==> config.mk <==
export PLATFORM = sky130hd
export DESIGN_NAME = awm_top
export DESIGN_NICKNAME = d
export VERILOG_FILES = /design/src/awm_pkg.sv /design/src/awm_top.sv
export SDC_FILE = /design/constraint.sdc
export NUM_CORES = 1
export LEC_CHECK = 0
export BUFFER_PORTS_ARGS = -buffer_cell sky130_fd_sc_hd__clkbuf_2
export CORE_UTILIZATION = 60
export CTS_BUF_LIST = sky130_fd_sc_hd__clkbuf_4 sky130_fd_sc_hd__clkbuf_8
export DETAILED_ROUTE_END_ITERATION = 7
export GPL_TIMING_DRIVEN = 0
export HOLD_SLACK_MARGIN = 0.05
export PLACE_DENSITY = 0.79
export SYNTH_ARGS = -nofsm -noshare
export SYNTH_HDL_FRONTEND = slang
export SYNTH_SLANG_ARGS = --single-unit
==> constraint.sdc <==
create_clock -name clk_i -period 5.2 [get_ports clk_i]
set_input_delay 0.78 -clock clk_i [delete_from_list [all_inputs] [get_ports clk_i]]
set_output_delay 0.78 -clock clk_i [all_outputs]
set_load 0.01 [all_outputs]
==> src/awm_pkg.sv <==
// awm_pkg: register map, reset values and codes of the window monitor
package awm_pkg;
	localparam int          AWM_NCH       = 3;
	localparam int          AWM_NTERM     = 6;
	localparam int          AWM_VW        = 8;
	localparam int          AWM_DW        = 11;
	// channel indices
	localparam int          AWM_CH_VOLT   = 0;
	localparam int          AWM_CH_CURR   = 1;
	localparam int          AWM_CH_BIP    = 2;
	// per channel block: base 0x10 * channel, word offsets inside it
	localparam logic [1:0]  AWM_R_UPPER   = 2'h0;
	localparam logic [1:0]  AWM_R_LOWER   = 2'h1;
	localparam logic [1:0]  AWM_R_HYST    = 2'h2;
	localparam logic [1:0]  AWM_R_SUBST   = 2'h3;
	localparam logic [7:0]  AWM_A_FLAGS   = 8'h30;
	localparam logic [7:0]  AWM_A_ISTAT   = 8'h34;
	localparam logic [7:0]  AWM_A_IMASK   = 8'h38;
	// terminal banks, word index = terminal
	localparam logic [2:0]  AWM_B_FSEL    = 3'h2;
	localparam logic [2:0]  AWM_B_ON      = 3'h3;
	localparam logic [2:0]  AWM_B_OFF     = 3'h4;
	// percent limits
	localparam logic signed [9:0] AWM_PCT_MAX  = 10'sd100;
	localparam logic signed [9:0] AWM_PCT_MIN  = -10'sd100;
	localparam logic signed [9:0] AWM_HYST_MAX = 10'sd10;
	localparam int          AWM_SUBST_IGN = 8;
	// reset values
	localparam logic [7:0]  AWM_RST_UPPER = 8'h64;
	localparam logic [7:0]  AWM_RST_LOWER = 8'h00;
	localparam logic [7:0]  AWM_RST_LOWBP = 8'h9C;
	localparam logic [7:0]  AWM_RST_HYST  = 8'h00;
	localparam logic [8:0]  AWM_RST_SUBST = 9'h100;
	localparam logic [7:0]  AWM_RST_FSEL  = 8'h00;
	// terminal function codes
	localparam logic [7:0]  AWM_F_DISC0   = 8'h1B;
	localparam logic [7:0]  AWM_F_DISC1   = 8'h1C;
	localparam logic [7:0]  AWM_F_DISC2   = 8'h1D;
	localparam logic [7:0]  AWM_F_WIN0    = 8'h36;
	localparam logic [7:0]  AWM_F_WIN1    = 8'h37;
	localparam logic [7:0]  AWM_F_WIN2    = 8'h38;
	// delays in tenths of a second
	localparam logic [10:0] AWM_DLY_MAX   = 11'h3E8;
	localparam int          AWM_CLK_HZ    = 20_000_000;
	localparam int          AWM_TICK_MS   = 100;
	localparam int          AWM_TICK_CYC  = AWM_TICK_MS * (AWM_CLK_HZ / 1000);
	// interrupt status layout
	localparam int          AWM_IRQ_W     = 4;
	localparam int          AWM_IRQ_REJ   = 3;
endpackage

==> src/awm_top.sv <==
// awm_top: three-channel window monitor with delayed output terminals
`timescale 1ns/1ps
`default_nettype none
module awm_top #(
	parameter int TICK_CYC = awm_pkg::AWM_TICK_CYC
) (
	// clock and reset
	input  wire logic                           clk_i,
	input  wire logic                           resetn_i,
	// wishbone slave
	input  wire logic                           wb_cyc_i,
	input  wire logic                           wb_stb_i,
	input  wire logic                           wb_we_i,
	input  wire logic [7:0]                     wb_adr_i,
	input  wire logic [3:0]                     wb_sel_i,
	input  wire logic [31:0]                    wb_dat_i,
	output logic [31:0]                         wb_dat_o,
	output logic                                wb_ack_o,
	// analog samples, signed percent
	input  wire logic [awm_pkg::AWM_VW-1:0]     chan_data_i [awm_pkg::AWM_NCH],
	output logic [awm_pkg::AWM_VW-1:0]          chan_data_o [awm_pkg::AWM_NCH],
	// flags
	output logic [awm_pkg::AWM_NCH-1:0]         window_flag_o,
	output logic [awm_pkg::AWM_NCH-1:0]         disconnect_o,
	// terminals 11..15 then alarm relay
	output logic [awm_pkg::AWM_NTERM-1:0]       term_o,
	output logic                                irq_o
);
	import awm_pkg::*;

	generate
		if (TICK_CYC < 2) begin : g_bad
			$error("awm_top: TICK_CYC must be at least 2");
		end
	endgenerate

	function automatic logic signed [9:0] sx(input logic [7:0] v);
		sx = {{2{v[7]}}, v};
	endfunction

	logic [7:0]            upper_r [AWM_NCH];
	logic [7:0]            lower_r [AWM_NCH];
	logic [7:0]            hyst_r  [AWM_NCH];
	logic [8:0]            subst_r [AWM_NCH];
	logic [7:0]            fsel_r  [AWM_NTERM];
	logic [AWM_DW-1:0]     on_r    [AWM_NTERM];
	logic [AWM_DW-1:0]     off_r   [AWM_NTERM];
	logic [AWM_NCH-1:0]    flag_r;
	logic [AWM_NCH-1:0]    flag_nxt;
	logic [AWM_NTERM-1:0]  src;
	logic [AWM_NTERM-1:0]  term_r;
	logic [AWM_IRQ_W-1:0]  istat_r;
	logic [AWM_IRQ_W-1:0]  imask_r;
	logic                  ack_r;
	logic [31:0]           dat_r;
	logic [31:0]           rdata;
	logic                  req;
	logic                  wr;
	logic                  rd_stat;
	logic                  accept;
	logic                  reject;
	logic [1:0]            a_ch;
	logic [1:0]            a_reg;
	logic [2:0]            a_term;
	logic [2:0]            a_bank;
	logic signed [9:0]     w;
	logic signed [9:0]     floor_v;
	logic signed [9:0]     up_s;
	logic signed [9:0]     lo_s;
	logic signed [9:0]     hy_s;
	logic [31:0]           tick_cnt_r;
	logic                  tick;

	// bus decode
	assign req     = wb_cyc_i & wb_stb_i;
	assign wr      = req & wb_we_i & ack_r;
	assign rd_stat = req & ~wb_we_i & ack_r & (wb_adr_i == AWM_A_ISTAT);
	assign a_ch    = wb_adr_i[5:4];
	assign a_reg   = wb_adr_i[3:2];
	assign a_term  = wb_adr_i[4:2];
	assign a_bank  = wb_adr_i[7:5];
	assign wb_ack_o = ack_r;
	assign wb_dat_o = dat_r;

	always_ff @(posedge clk_i or negedge resetn_i) begin
		if (!resetn_i) begin
			ack_r <= 1'b0;
		end else begin
			ack_r <= req & ~ack_r;
		end
	end

	// write acceptance: a value out of range is refused and flagged
	always_comb begin
		w       = sx(wb_dat_i[7:0]);
		floor_v = (a_ch == 2'(AWM_CH_BIP)) ? AWM_PCT_MIN : 10'sd0;
		up_s    = sx(upper_r[a_ch == 2'h3 ? 2'h0 : a_ch]);
		lo_s    = sx(lower_r[a_ch == 2'h3 ? 2'h0 : a_ch]);
		hy_s    = sx(hyst_r[a_ch == 2'h3 ? 2'h0 : a_ch]);
		accept  = 1'b1;
		if (wb_adr_i < AWM_A_FLAGS) begin
			if (a_ch == 2'h3) begin
				accept = 1'b0;
			end else begin
				unique case (a_reg)
					AWM_R_UPPER: accept = (w >= lo_s + 2 * hy_s) && (w >= floor_v)
						&& (w <= AWM_PCT_MAX);
					AWM_R_LOWER: accept = (w <= up_s - 2 * hy_s) && (w >= floor_v)
						&& (w <= AWM_PCT_MAX);
					AWM_R_HYST:  accept = (w >= 10'sd0) && (w <= AWM_HYST_MAX)
						&& (2 * w <= up_s - lo_s);
					AWM_R_SUBST: accept = wb_dat_i[AWM_SUBST_IGN]
						|| ((w >= floor_v) && (w <= AWM_PCT_MAX));
				endcase
			end
		end else if (a_bank == AWM_B_ON || a_bank == AWM_B_OFF) begin
			accept = (wb_dat_i[AWM_DW-1:0] <= AWM_DLY_MAX)
				&& (wb_dat_i[31:AWM_DW] == '0);
		end
		if (!wb_sel_i[0] || !wb_sel_i[1]) begin
			accept = 1'b0;
		end
	end

	assign reject = wr && !accept;

	// configuration store, one block per concern
	always_ff @(posedge clk_i or negedge resetn_i) begin
		if (!resetn_i) begin
			for (int c = 0; c < AWM_NCH; c++) begin
				upper_r[c] <= AWM_RST_UPPER;
				lower_r[c] <= (c == AWM_CH_BIP) ? AWM_RST_LOWBP : AWM_RST_LOWER;
				hyst_r[c]  <= AWM_RST_HYST;
				subst_r[c] <= AWM_RST_SUBST;
			end
		end else if (wr && accept && wb_adr_i < AWM_A_FLAGS) begin
			unique case (a_reg)
				AWM_R_UPPER: upper_r[a_ch] <= wb_dat_i[7:0];
				AWM_R_LOWER: lower_r[a_ch] <= wb_dat_i[7:0];
				AWM_R_HYST:  hyst_r[a_ch]  <= wb_dat_i[7:0];
				AWM_R_SUBST: subst_r[a_ch] <= wb_dat_i[8:0];
			endcase
		end
	end

	always_ff @(posedge clk_i or negedge resetn_i) begin
		if (!resetn_i) begin
			for (int t = 0; t < AWM_NTERM; t++) begin
				fsel_r[t] <= AWM_RST_FSEL;
				on_r[t]   <= '0;
				off_r[t]  <= '0;
			end
		end else if (wr && accept && a_term < 3'(AWM_NTERM)) begin
			if (a_bank == AWM_B_FSEL) begin
				fsel_r[a_term] <= wb_dat_i[7:0];
			end
			if (a_bank == AWM_B_ON) begin
				on_r[a_term] <= wb_dat_i[AWM_DW-1:0];
			end
			if (a_bank == AWM_B_OFF) begin
				off_r[a_term] <= wb_dat_i[AWM_DW-1:0];
			end
		end
	end

	always_ff @(posedge clk_i or negedge resetn_i) begin
		if (!resetn_i) begin
			imask_r <= '0;
		end else if (wr && wb_adr_i == AWM_A_IMASK) begin
			imask_r <= wb_dat_i[AWM_IRQ_W-1:0];
		end
	end

	// read mux; unmapped words read zero
	always_comb begin
		rdata = 32'h0000_0000;
		if (wb_adr_i < AWM_A_FLAGS && a_ch != 2'h3) begin
			unique case (a_reg)
				AWM_R_UPPER: rdata = {24'h0, upper_r[a_ch]};
				AWM_R_LOWER: rdata = {24'h0, lower_r[a_ch]};
				AWM_R_HYST:  rdata = {24'h0, hyst_r[a_ch]};
				AWM_R_SUBST: rdata = {23'h0, subst_r[a_ch]};
			endcase
		end else if (wb_adr_i == AWM_A_FLAGS) begin
			rdata = {18'h0, term_r, 5'h0, flag_r};
		end else if (wb_adr_i == AWM_A_ISTAT) begin
			rdata = {28'h0, istat_r};
		end else if (wb_adr_i == AWM_A_IMASK) begin
			rdata = {28'h0, imask_r};
		end else if (a_term < 3'(AWM_NTERM)) begin
			if (a_bank == AWM_B_FSEL) begin
				rdata = {24'h0, fsel_r[a_term]};
			end else if (a_bank == AWM_B_ON) begin
				rdata = {21'h0, on_r[a_term]};
			end else if (a_bank == AWM_B_OFF) begin
				rdata = {21'h0, off_r[a_term]};
			end
		end
	end

	always_ff @(posedge clk_i or negedge resetn_i) begin
		if (!resetn_i) begin
			dat_r <= 32'h0000_0000;
		end else if (req && !ack_r) begin
			dat_r <= rdata;
		end
	end

	// window comparators with hysteresis
	always_comb begin
		for (int c = 0; c < AWM_NCH; c++) begin
			if (flag_r[c]) begin
				flag_nxt[c] = !((sx(chan_data_i[c]) > sx(upper_r[c]) + sx(hyst_r[c]))
					|| (sx(chan_data_i[c]) < sx(lower_r[c]) - sx(hyst_r[c])));
			end else begin
				flag_nxt[c] = (sx(chan_data_i[c]) >= sx(lower_r[c]))
					&& (sx(chan_data_i[c]) <= sx(upper_r[c]));
			end
		end
	end

	always_ff @(posedge clk_i or negedge resetn_i) begin
		if (!resetn_i) begin
			flag_r <= '0;
			for (int c = 0; c < AWM_NCH; c++) begin
				chan_data_o[c] <= '0;
			end
		end else begin
			flag_r <= flag_nxt;
			for (int c = 0; c < AWM_NCH; c++) begin
				// substitution follows the same edge as the flag
				chan_data_o[c] <= (flag_nxt[c] && !subst_r[c][AWM_SUBST_IGN]) ?
					subst_r[c][7:0] : chan_data_i[c];
			end
		end
	end

	assign window_flag_o = flag_r;
	assign disconnect_o  = flag_r;

	// 0.1 s time base shared by every terminal
	always_ff @(posedge clk_i or negedge resetn_i) begin
		if (!resetn_i) begin
			tick_cnt_r <= '0;
		end else if (tick) begin
			tick_cnt_r <= '0;
		end else begin
			tick_cnt_r <= tick_cnt_r + 32'h1;
		end
	end
	assign tick = (tick_cnt_r == 32'(TICK_CYC - 1));

	// terminal source routing and delay
	for (genvar t = 0; t < AWM_NTERM; t++) begin : g_term
		logic [AWM_DW-1:0] cnt_r;
		logic [AWM_DW-1:0] dly;
		always_comb begin
			unique case (fsel_r[t])
				AWM_F_DISC0, AWM_F_WIN0: src[t] = flag_r[0];
				AWM_F_DISC1, AWM_F_WIN1: src[t] = flag_r[1];
				AWM_F_DISC2, AWM_F_WIN2: src[t] = flag_r[2];
				default:                 src[t] = 1'b0;
			endcase
		end
		assign dly = src[t] ? on_r[t] : off_r[t];
		always_ff @(posedge clk_i or negedge resetn_i) begin
			if (!resetn_i) begin
				term_r[t] <= 1'b0;
				cnt_r     <= '0;
			end else if (src[t] == term_r[t]) begin
				// a short glitch restarts the wait from zero
				cnt_r <= '0;
			end else if (dly == '0) begin
				term_r[t] <= src[t];
				cnt_r     <= '0;
			end else if (tick) begin
				if (cnt_r + 11'h1 >= dly) begin
					term_r[t] <= src[t];
					cnt_r     <= '0;
				end else begin
					cnt_r <= cnt_r + 11'h1;
				end
			end
		end
	end
	assign term_o = term_r;

	// sticky events; an event in the clearing read's cycle survives
	always_ff @(posedge clk_i or negedge resetn_i) begin
		if (!resetn_i) begin
			istat_r <= '0;
		end else begin
			istat_r <= (rd_stat ? '0 : istat_r) | {reject, flag_nxt & ~flag_r};
		end
	end
	assign irq_o = |(istat_r & imask_r);
endmodule
`default_nettype wire

# Word level (Yosys, flattened, before mapping)
# Cells that the tools add are included.
totals:
  output_inout_bits: 70
  in_bits: 73
  wordCells: 397
  regBits: 451
classes:
  eq_ne: 55
  mux: 123
  order_cmp: 33
  n_reduce_logical: 97
  bitwise_logic: 22
  addsub: 16
op_table:
  columns: ["op", "count"]
  rows:
  - ["2-to-1 mux 11 bit", 41]
  - ["equality test 8 x 6 -> 1 bit, second input constant", 21]
  - ["2-to-1 mux 8 bit", 19]
  - ["equality test 8 x 5 -> 1 bit, second input constant", 18]
  - ["bitwise mux 66 bit", 2]
  - ["case mux 32 bit (4 select lines)", 1]
  - ["binary-select mux 8 bit (select 2 bit)", 6]
  - ["bitwise mux 24 bit", 3]
  - ["adder 11 x 1 -> 11 bit, second input constant", 6]
  - ["binary-select mux 11 bit (select 3 bit)", 2]
  - ["greater-or-equal comparator 11 bit", 6]
  - ["zero test 11 bit", 6]
  - ["2-to-1 mux 32 bit", 2]
  - ["bitwise mux 48 bit", 1]
  - ["OR reduction 2 bit", 18]
  - ["subtractor 8 x 8 -> 9 bit", 4]
  - ["demux 11 bit (select 3 bit)", 1]
  - ["adder 32 x 1 -> 32 bit, second input constant", 1]
  - ["equality test 32 x 21 -> 1 bit, second input constant", 1]
  - ["adder 8 x 8 -> 9 bit", 3]
  - ["bitwise mux 27 bit", 1]
  - ["> comparator 8 x 9 -> 1 bit", 3]
  - ["< comparator 8 x 9 -> 1 bit", 3]
  - ["2-to-1 mux 9 bit", 3]
  - ["53 further kinds", 174]

# Longest topological paths before layout
depth:
  word_depth: 17
  ltp_mapped: 26
  depth_no_buf: 21

# Least setup slack after synthesis
# OpenSTA, ideal clock, no wires.
synth_path:
  kind: "input to register"
  start: "input wb_adr_i[4]"
  end: "register subst_r[10] in the netlist's numbering"
  cell_stages: 26
  setup_time_ns: 0.125
  arrival_time_ns: 6.165
  path_slack_ns: -1.089
  required_time_ns: 5.075
  path_buffers: 8
  path_cell_list: "buf_2 buf_4 buf_2 buf_2 clkbuf_1 clkbuf_1 clkbuf_1 nand2_1 a31oi_1 ha_1 inv_1 ha_1 o21bai_1 a21oi_1 o21ai_0 a31oi_1 xnor2_1 ha_1 nand4_1 o21bai_1 a2111oi_0 nor2_1 a211oi_1 buf_2 nand4_1 mux2_2"
synth_between:
  elab_chain_len: 17
  word_cells_on_any_way: 43
  classes_between: "add/sub: 3; order compare: 7; eq/ne: 2; mux: 18; bitwise: 2; reduce/logical: 11"
synth_rtl:
  columns: ["item", "line", "source"]
  rows:
  - ["start: declaration", "awm_top.sv:14", "input wire logic [7:0] wb_adr_i,"]
  - ["equality test 2 bit", null, null]
  - ["2-to-1 mux 2 bit", "awm_top.sv:97, awm_top.sv:98, awm_top.sv:99", null]
  - ["NOT 2 -> 3 bit", "awm_top.sv:97, awm_top.sv:98, awm_top.sv:99", null]
  - ["binary-select mux 8 bit (select 2 bit), on equally long branches", "awm_top.sv:97, awm_top.sv:98, awm_top.sv:99", null]
  - ["2-to-1 mux 8 bit, on equally long branches (2 in a row)", "awm_top.sv:97, awm_top.sv:98, awm_top.sv:99", null]
  - ["subtractor 8 x 9 -> 10 bit / adder 8 x 9 -> 10 bit (equally long branches)", "awm_top.sv:108, awm_top.sv:106", null]
  - ["<= comparator 8 x 10 -> 1 bit / greater-or-equal comparator 8 x 10 -> 1 bit (equally long branches)", "awm_top.sv:108, awm_top.sv:106", null]
  - ["logical AND 1 bit, on equally long branches", "awm_top.sv:108, awm_top.sv:106", null]
  - ["logical AND 1 bit, on equally long branches", "awm_top.sv:109, awm_top.sv:107", null]
  - ["case mux 1 bit (4 select lines)", "awm_top.sv:105", "unique case (a_reg)"]
  - ["2-to-1 mux 1 bit", "awm_top.sv:102", "if (a_ch == 2'h3) begin"]
  - ["2-to-1 mux 1 bit", "awm_top.sv:101", "if (wb_adr_i < AWM_A_FLAGS) begin"]
  - ["2-to-1 mux 1 bit", "awm_top.sv:120", "if (!wb_sel_i[0] || !wb_sel_i[1]) begin"]
  - ["logical AND 1 bit (2 in a row)", "awm_top.sv:136", "end else if (wr && accept && wb_adr_i < AWM_A_FLAGS) begin"]
  - ["AND reduction 2 bit (no line)", null, null]
  - ["end signal: indexed assignment", "awm_top.sv:141", "AWM_R_SUBST: subst_r[a_ch] <= wb_dat_i[8:0];"]
  - ["end: declaration", "awm_top.sv:44", "logic [8:0] subst_r [AWM_NCH];"]
# Parallel ways exist; a longest one is shown, timed or not. The select of a mux whose other input is x is not followed.
# A chain may end at the register's enable or synchronous reset.

# Final worst setup path
layout_path:
  start: "input wb_adr_i[4]"
  end: "register lower_r[23] in the netlist's numbering"
layout_between:
  elab_chain_len: 17
  word_cells_on_any_way: 43
  classes_between: "add/sub: 3; order compare: 7; eq/ne: 2; mux: 18; bitwise: 2; reduce/logical: 11"
layout_rtl:
  columns: ["item", "line", "source"]
  rows:
  - ["equality test 2 bit", null, null]
  - ["2-to-1 mux 2 bit", "awm_top.sv:97, awm_top.sv:98, awm_top.sv:99", null]
  - ["NOT 2 -> 3 bit", "awm_top.sv:97, awm_top.sv:98, awm_top.sv:99", null]
  - ["binary-select mux 8 bit (select 2 bit), on equally long branches", "awm_top.sv:97, awm_top.sv:98, awm_top.sv:99", null]
  - ["2-to-1 mux 8 bit, on equally long branches (2 in a row)", "awm_top.sv:97, awm_top.sv:98, awm_top.sv:99", null]
  - ["subtractor 8 x 9 -> 10 bit / adder 8 x 9 -> 10 bit (equally long branches)", "awm_top.sv:108, awm_top.sv:106", null]
  - ["<= comparator 8 x 10 -> 1 bit / greater-or-equal comparator 8 x 10 -> 1 bit (equally long branches)", "awm_top.sv:108, awm_top.sv:106", null]
  - ["logical AND 1 bit, on equally long branches", "awm_top.sv:108, awm_top.sv:106", null]
  - ["logical AND 1 bit, on equally long branches", "awm_top.sv:109, awm_top.sv:107", null]
  - ["case mux 1 bit (4 select lines)", "awm_top.sv:105", null]
  - ["2-to-1 mux 1 bit", "awm_top.sv:102", null]
  - ["2-to-1 mux 1 bit", "awm_top.sv:101", null]
  - ["2-to-1 mux 1 bit", "awm_top.sv:120", null]
  - ["logical AND 1 bit (2 in a row)", "awm_top.sv:136", null]
  - ["AND reduction 2 bit (no line)", null, null]
  - ["end signal: indexed assignment", "awm_top.sv:132", "lower_r[c] <= (c == AWM_CH_BIP) ? AWM_RST_LOWBP : AWM_RST_LOWER;"]
  - ["end signal: indexed assignment", "awm_top.sv:139", "AWM_R_LOWER: lower_r[a_ch] <= wb_dat_i[7:0];"]
  - ["end: declaration", "awm_top.sv:42", "logic [7:0] lower_r [AWM_NCH];"]
# Parallel ways exist; a longest one is shown, timed or not. The select of a mux whose other input is x is not followed.

==> impl_metrics.py <==
metrics = {
    "power_and_ir_drop": {
        "p_sw_frac": 0.277,
        "p_comb_frac": 0.122,
        "finalPower_uw": 7730,
        "p_leak_uw": 0.0171,
        "p_clk_frac": 0.432,
        "p_per_area_nw_per_um2": 220,
        "p_sw_uw": 2140,
        "intPower_uw": 5590,
        "vdd_drop_max_uv": 230,
        "p_seq_frac": 0.446,
    },
    "floorplanning": {
        "core_area_um2": 50400,
        "die_w_um": 228,
        "die-area_um2": 52200,
        "start_util": 0.610,
        "num_io_pins": 143,
        "die_h_um": 228,
        "rows": 82,
    },
    "setup_path": {
        "cp_data_arrival_time_ns": 5.66,
        "critPathRequiredTime_ns": 5.74,
        "worstSetupPathType": "in -> reg",
        "crit_slowest_cell": "a221o_1",
        "critPathTopFamily": "buffers and inverters",
        "startpoint_type": "input pin",
        "end_kind": "flop",
        "critPathBufInv": 12,
        "cpMostUsedCell": "buf_12",
        "critical_path.max_stage_delay_ns": 0.40,
        "cp_cell_sequence": "buf_4 > buf_12 > buf_12 > buf_12 > buf_12 > buf_8 > clkbuf_16 > buf_12 > buf_4 > nand2_1 > o21ai_0 > a21oi_2 > inv_1 > ha_1 > a221o_1 > ha_4 > nand4_1 > a211oi_4 > o32ai_4 > a211oi_4 > buf_6 > nand4_1 > buf_4 > mux2_2",
        "cp_max_fo": 11,
    },
    "synthesis": {
        "yosysTopAreaCell": "dfrtp_1",
        "ys.flop_type": "dfrtp_1",
        "syn_avg_cell_area_um2": 10.4,
        "synth_edf_count": 0,
        "syn_area_um2": 30700,
        "synthCells": 2964,
        "synth_area_leaders": "dfrtp_1 (34%), ha_1 (11%), mux2_2 (7.0%)",
        "ys_warn_count": 0,
        "ys_ff_latch": 433,
        "yosysUniqueCellTypes": 83,
        "synth_top_area_frac": 0.339,
        "async_flop_share": 1.00,
        "synth_seq_area_share": 0.353,
    },
    "placed_design": {
        "globalplace.congestion": 1.03,
        "dp_cells": 3780,
        "dp.final_hpwl_mm": 79.3,
        "io_buffers": 120,
    },
    "clocking": {
        "cts_tree": "yes",
        "max-clock-path-buffers": 3,
        "ctsRootBufferMaster": "clkbuf_8",
        "htree_levels": 3,
        "numCtsBuffers": 76,
        "path_clk_slew_ns": 0.06,
        "worst_skew_pair.late_latency_ns": 0.70,
        "clock_sinks": 433,
    },
    "run_status": {
        "status": "completed",
    },
    "grt": {
        "grt-ovfl-total": 0,
        "grtUsageTotal": 0.399,
        "grt_pass1_vias": 25500,
        "grt_max_degree": 105,
        "grt_pass1_wl_mm": 157,
        "grt_antenna_before_repair": 3,
    },
    "run": {
        "cap_violations": 0,
    },
    "sta": {
        "setup_violations": 0,
        "hold_viol": 0,
        "fin_skew_ns": 0.0428,
        "maxClockFrequency_mhz": 195,
        "post-route-period-util": 0.984,
        "slew_headroom": 0.204,
        "max_slew.worst_pin.slew_ns": 1.19,
        "slew_violations": 0,
        "fin_crit_ns": 5.12,
    },
    "routing": {
        "antenna_left": 0,
        "vias": 26400,
        "drtPass1Iterations": 5,
        "drt-total-wl_mm": 104,
        "vias_per_cell": 6.64,
        "drcViolationCount": 0,
        "routed_wire_length_per_instance_um": 26.3,
        "drt_iter0_markers": 2778,
    },
    "min_path": {
        "hp-class": "in -> async",
    },
    "finish": {
        "stdcell_count": 3972,
        "nets": 3590,
        "drive_above_1_share": 0.246,
        "syn2layout_area_growth_pct": 14.1,
    },
}
## repair_timing
| item | 4_1_cts | 5_1_grt |
|---|---|---|
| hold buffers | 0 | 0 |
| pin swaps | 15 | 20 |
| setup endpoints to repair | 123 | 138 |
| gates resized for setup | 39 | 76 |
| cloned | 2 | 1 |
| buffers inserted | 26 | 27 |
## metal layers
layer / vias to the layer above / share of wire / global-route usage
met5: - / 0 / 0
met4: 0 / 0.041 / 0.152
met3: 243 / 0.11 / 0.104
met2: 1470 / 0.42 / 0.574
met1: 13100 / 0.43 / 0.573
li1: 11500 / - / -
## final timing paths
kind / from / end / slack [ns] / cells after the start
max in group asynchronous: resetn_i / upper_r[10] / 3.68 / 3
hold reg to reg: tick_cnt_r[4] / tick_cnt_r[4] / 0.50 / 1
hold / removal: resetn_i / g_term[1].cnt_r[7] / 0.1 / 1
min in group clk_i: chan_data_i[16] / chan_data_o[16] / 0.42 / 2
setup reg to reg: disconnect_o[2] / g_term[4].cnt_r[10] / 0.16 / 16
setup / recovery: wb_adr_i[4] / lower_r[23] / 0.08 / 24
## worst register-to-register path: cells and delay by family (launching register included)
family                     cells  cell delay, ns
AOI/OAI and AO/OA              7            1.38
and+or+nand+nor                4            1.24
buffers and inverters          3            1.04
DFF                            1            0.59
muxes                          1            0.37
adders and majority gates      1            0.31
## through the flow
stage / setup TNS (ns) / worst slack (ns) / util / hold slack, ns / instance area (um2)
after floorplan: -0.0150 / -0.0150 / - / 0.446 / 30900
after global placement: -2725.07 / -6.08 / 0.643 / 0.465 / 32400
after detailed placement: -187.84 / -2.12 / 0.646 / 0.486 / 32500
after CTS: 0 / 0.00319 / 0.685 / 0.108 / 34500
after global routing: -1.50 / -0.0689 / 0.696 / 0.141 / 35100
final: 0 / 0.0849 / 0.697 / 0.0972 / 35100
## power groups by stage
stage	clock, uW	sequential (uW)	combinational (uW)
after floorplan	0	3510	448
after global placement	0	3510	810
after detailed placement	0	3510	844
after CTS	3360	3450	875
after global routing	3510	3450	1010
final	3340	3450	941
## placed cells by master, fill, tap and decap left out, types with 29 or more instances in the layout
master      n
dfrtp_1   417
ha_1      263
mux2_2    190
inv_1     155
a21oi_1   145
mux2i_1   137
nand2_1   133
nor2_1    128
clkbuf_2  123
o21ai_0   117
mux2_4    103
nand3_1    96
clkbuf_8   92
xnor2_1    87
clkbuf_1   75
buf_4      72
xor2_1     61
nor2b_1    59
nor4_1     46
and3_1     44
nand4_1    40
nor3_1     39
a21o_1     34
mux4_2     34
and2_1     30
o21a_1     29
## cells by family after synthesis
group,share of synthesized area
AND/OR/NAND/NOR,0.129
XOR/XNOR,0.0424
multiplexers,0.193
buffers and inverters,0.0438
flip-flops,0.353
other,0.000122
AO/OA/AOI/OAI,0.125
adder cells (fa/ha/maj),0.114
## final cells by class
type	count	area, um2
Multi-Input combinational cell	2239	19100
Fill cell	3784	15300
Tap cell	672	841
Inverter	159	597
Buffer	148	918
Clock inverter	22	198
Timing Repair Buffer	183	1210
Clock buffer	111	1400
Sequential cell	433	10900
Antenna cell	5	12.5
## registers in the layout, indices dropped and copies added, names as in the netlist
| register | count |
|---|---|
| imask_r | 4 |
| tick_cnt_r | 32 |
| chan_data_o | 24 |
| on_r | 66 |
| term_o | 6 |
| wb_ack_o | 1 |
| upper_r | 24 |
| off_r | 66 |
| lower_r | 24 |
| hyst_r | 24 |
| subst_r | 27 |
| wb_dat_o | 14 |
| disconnect_o | 3 |
| g_term.cnt_r | 66 |
| istat_r | 4 |
| fsel_r | 48 |
## synthesized netlist by cell type, types with 30 or more instances
cell type	n
dfrtp_1	417
ha_1	271
mux2_2	191
inv_1	157
a21oi_1	154
mux2i_1	149
nand2_1	133
nor2_1	130
o21ai_0	120
mux2_4	102
nand3_1	96
clkbuf_1	88
xnor2_1	88
xor2_1	61
nor2b_1	59
nor4_1	48
and3_1	44
nor3_1	43
nand4_1	40
a21o_1	34
mux4_2	34
and2_1	30
No activity file was read; power rests on OpenSTA's default activity.
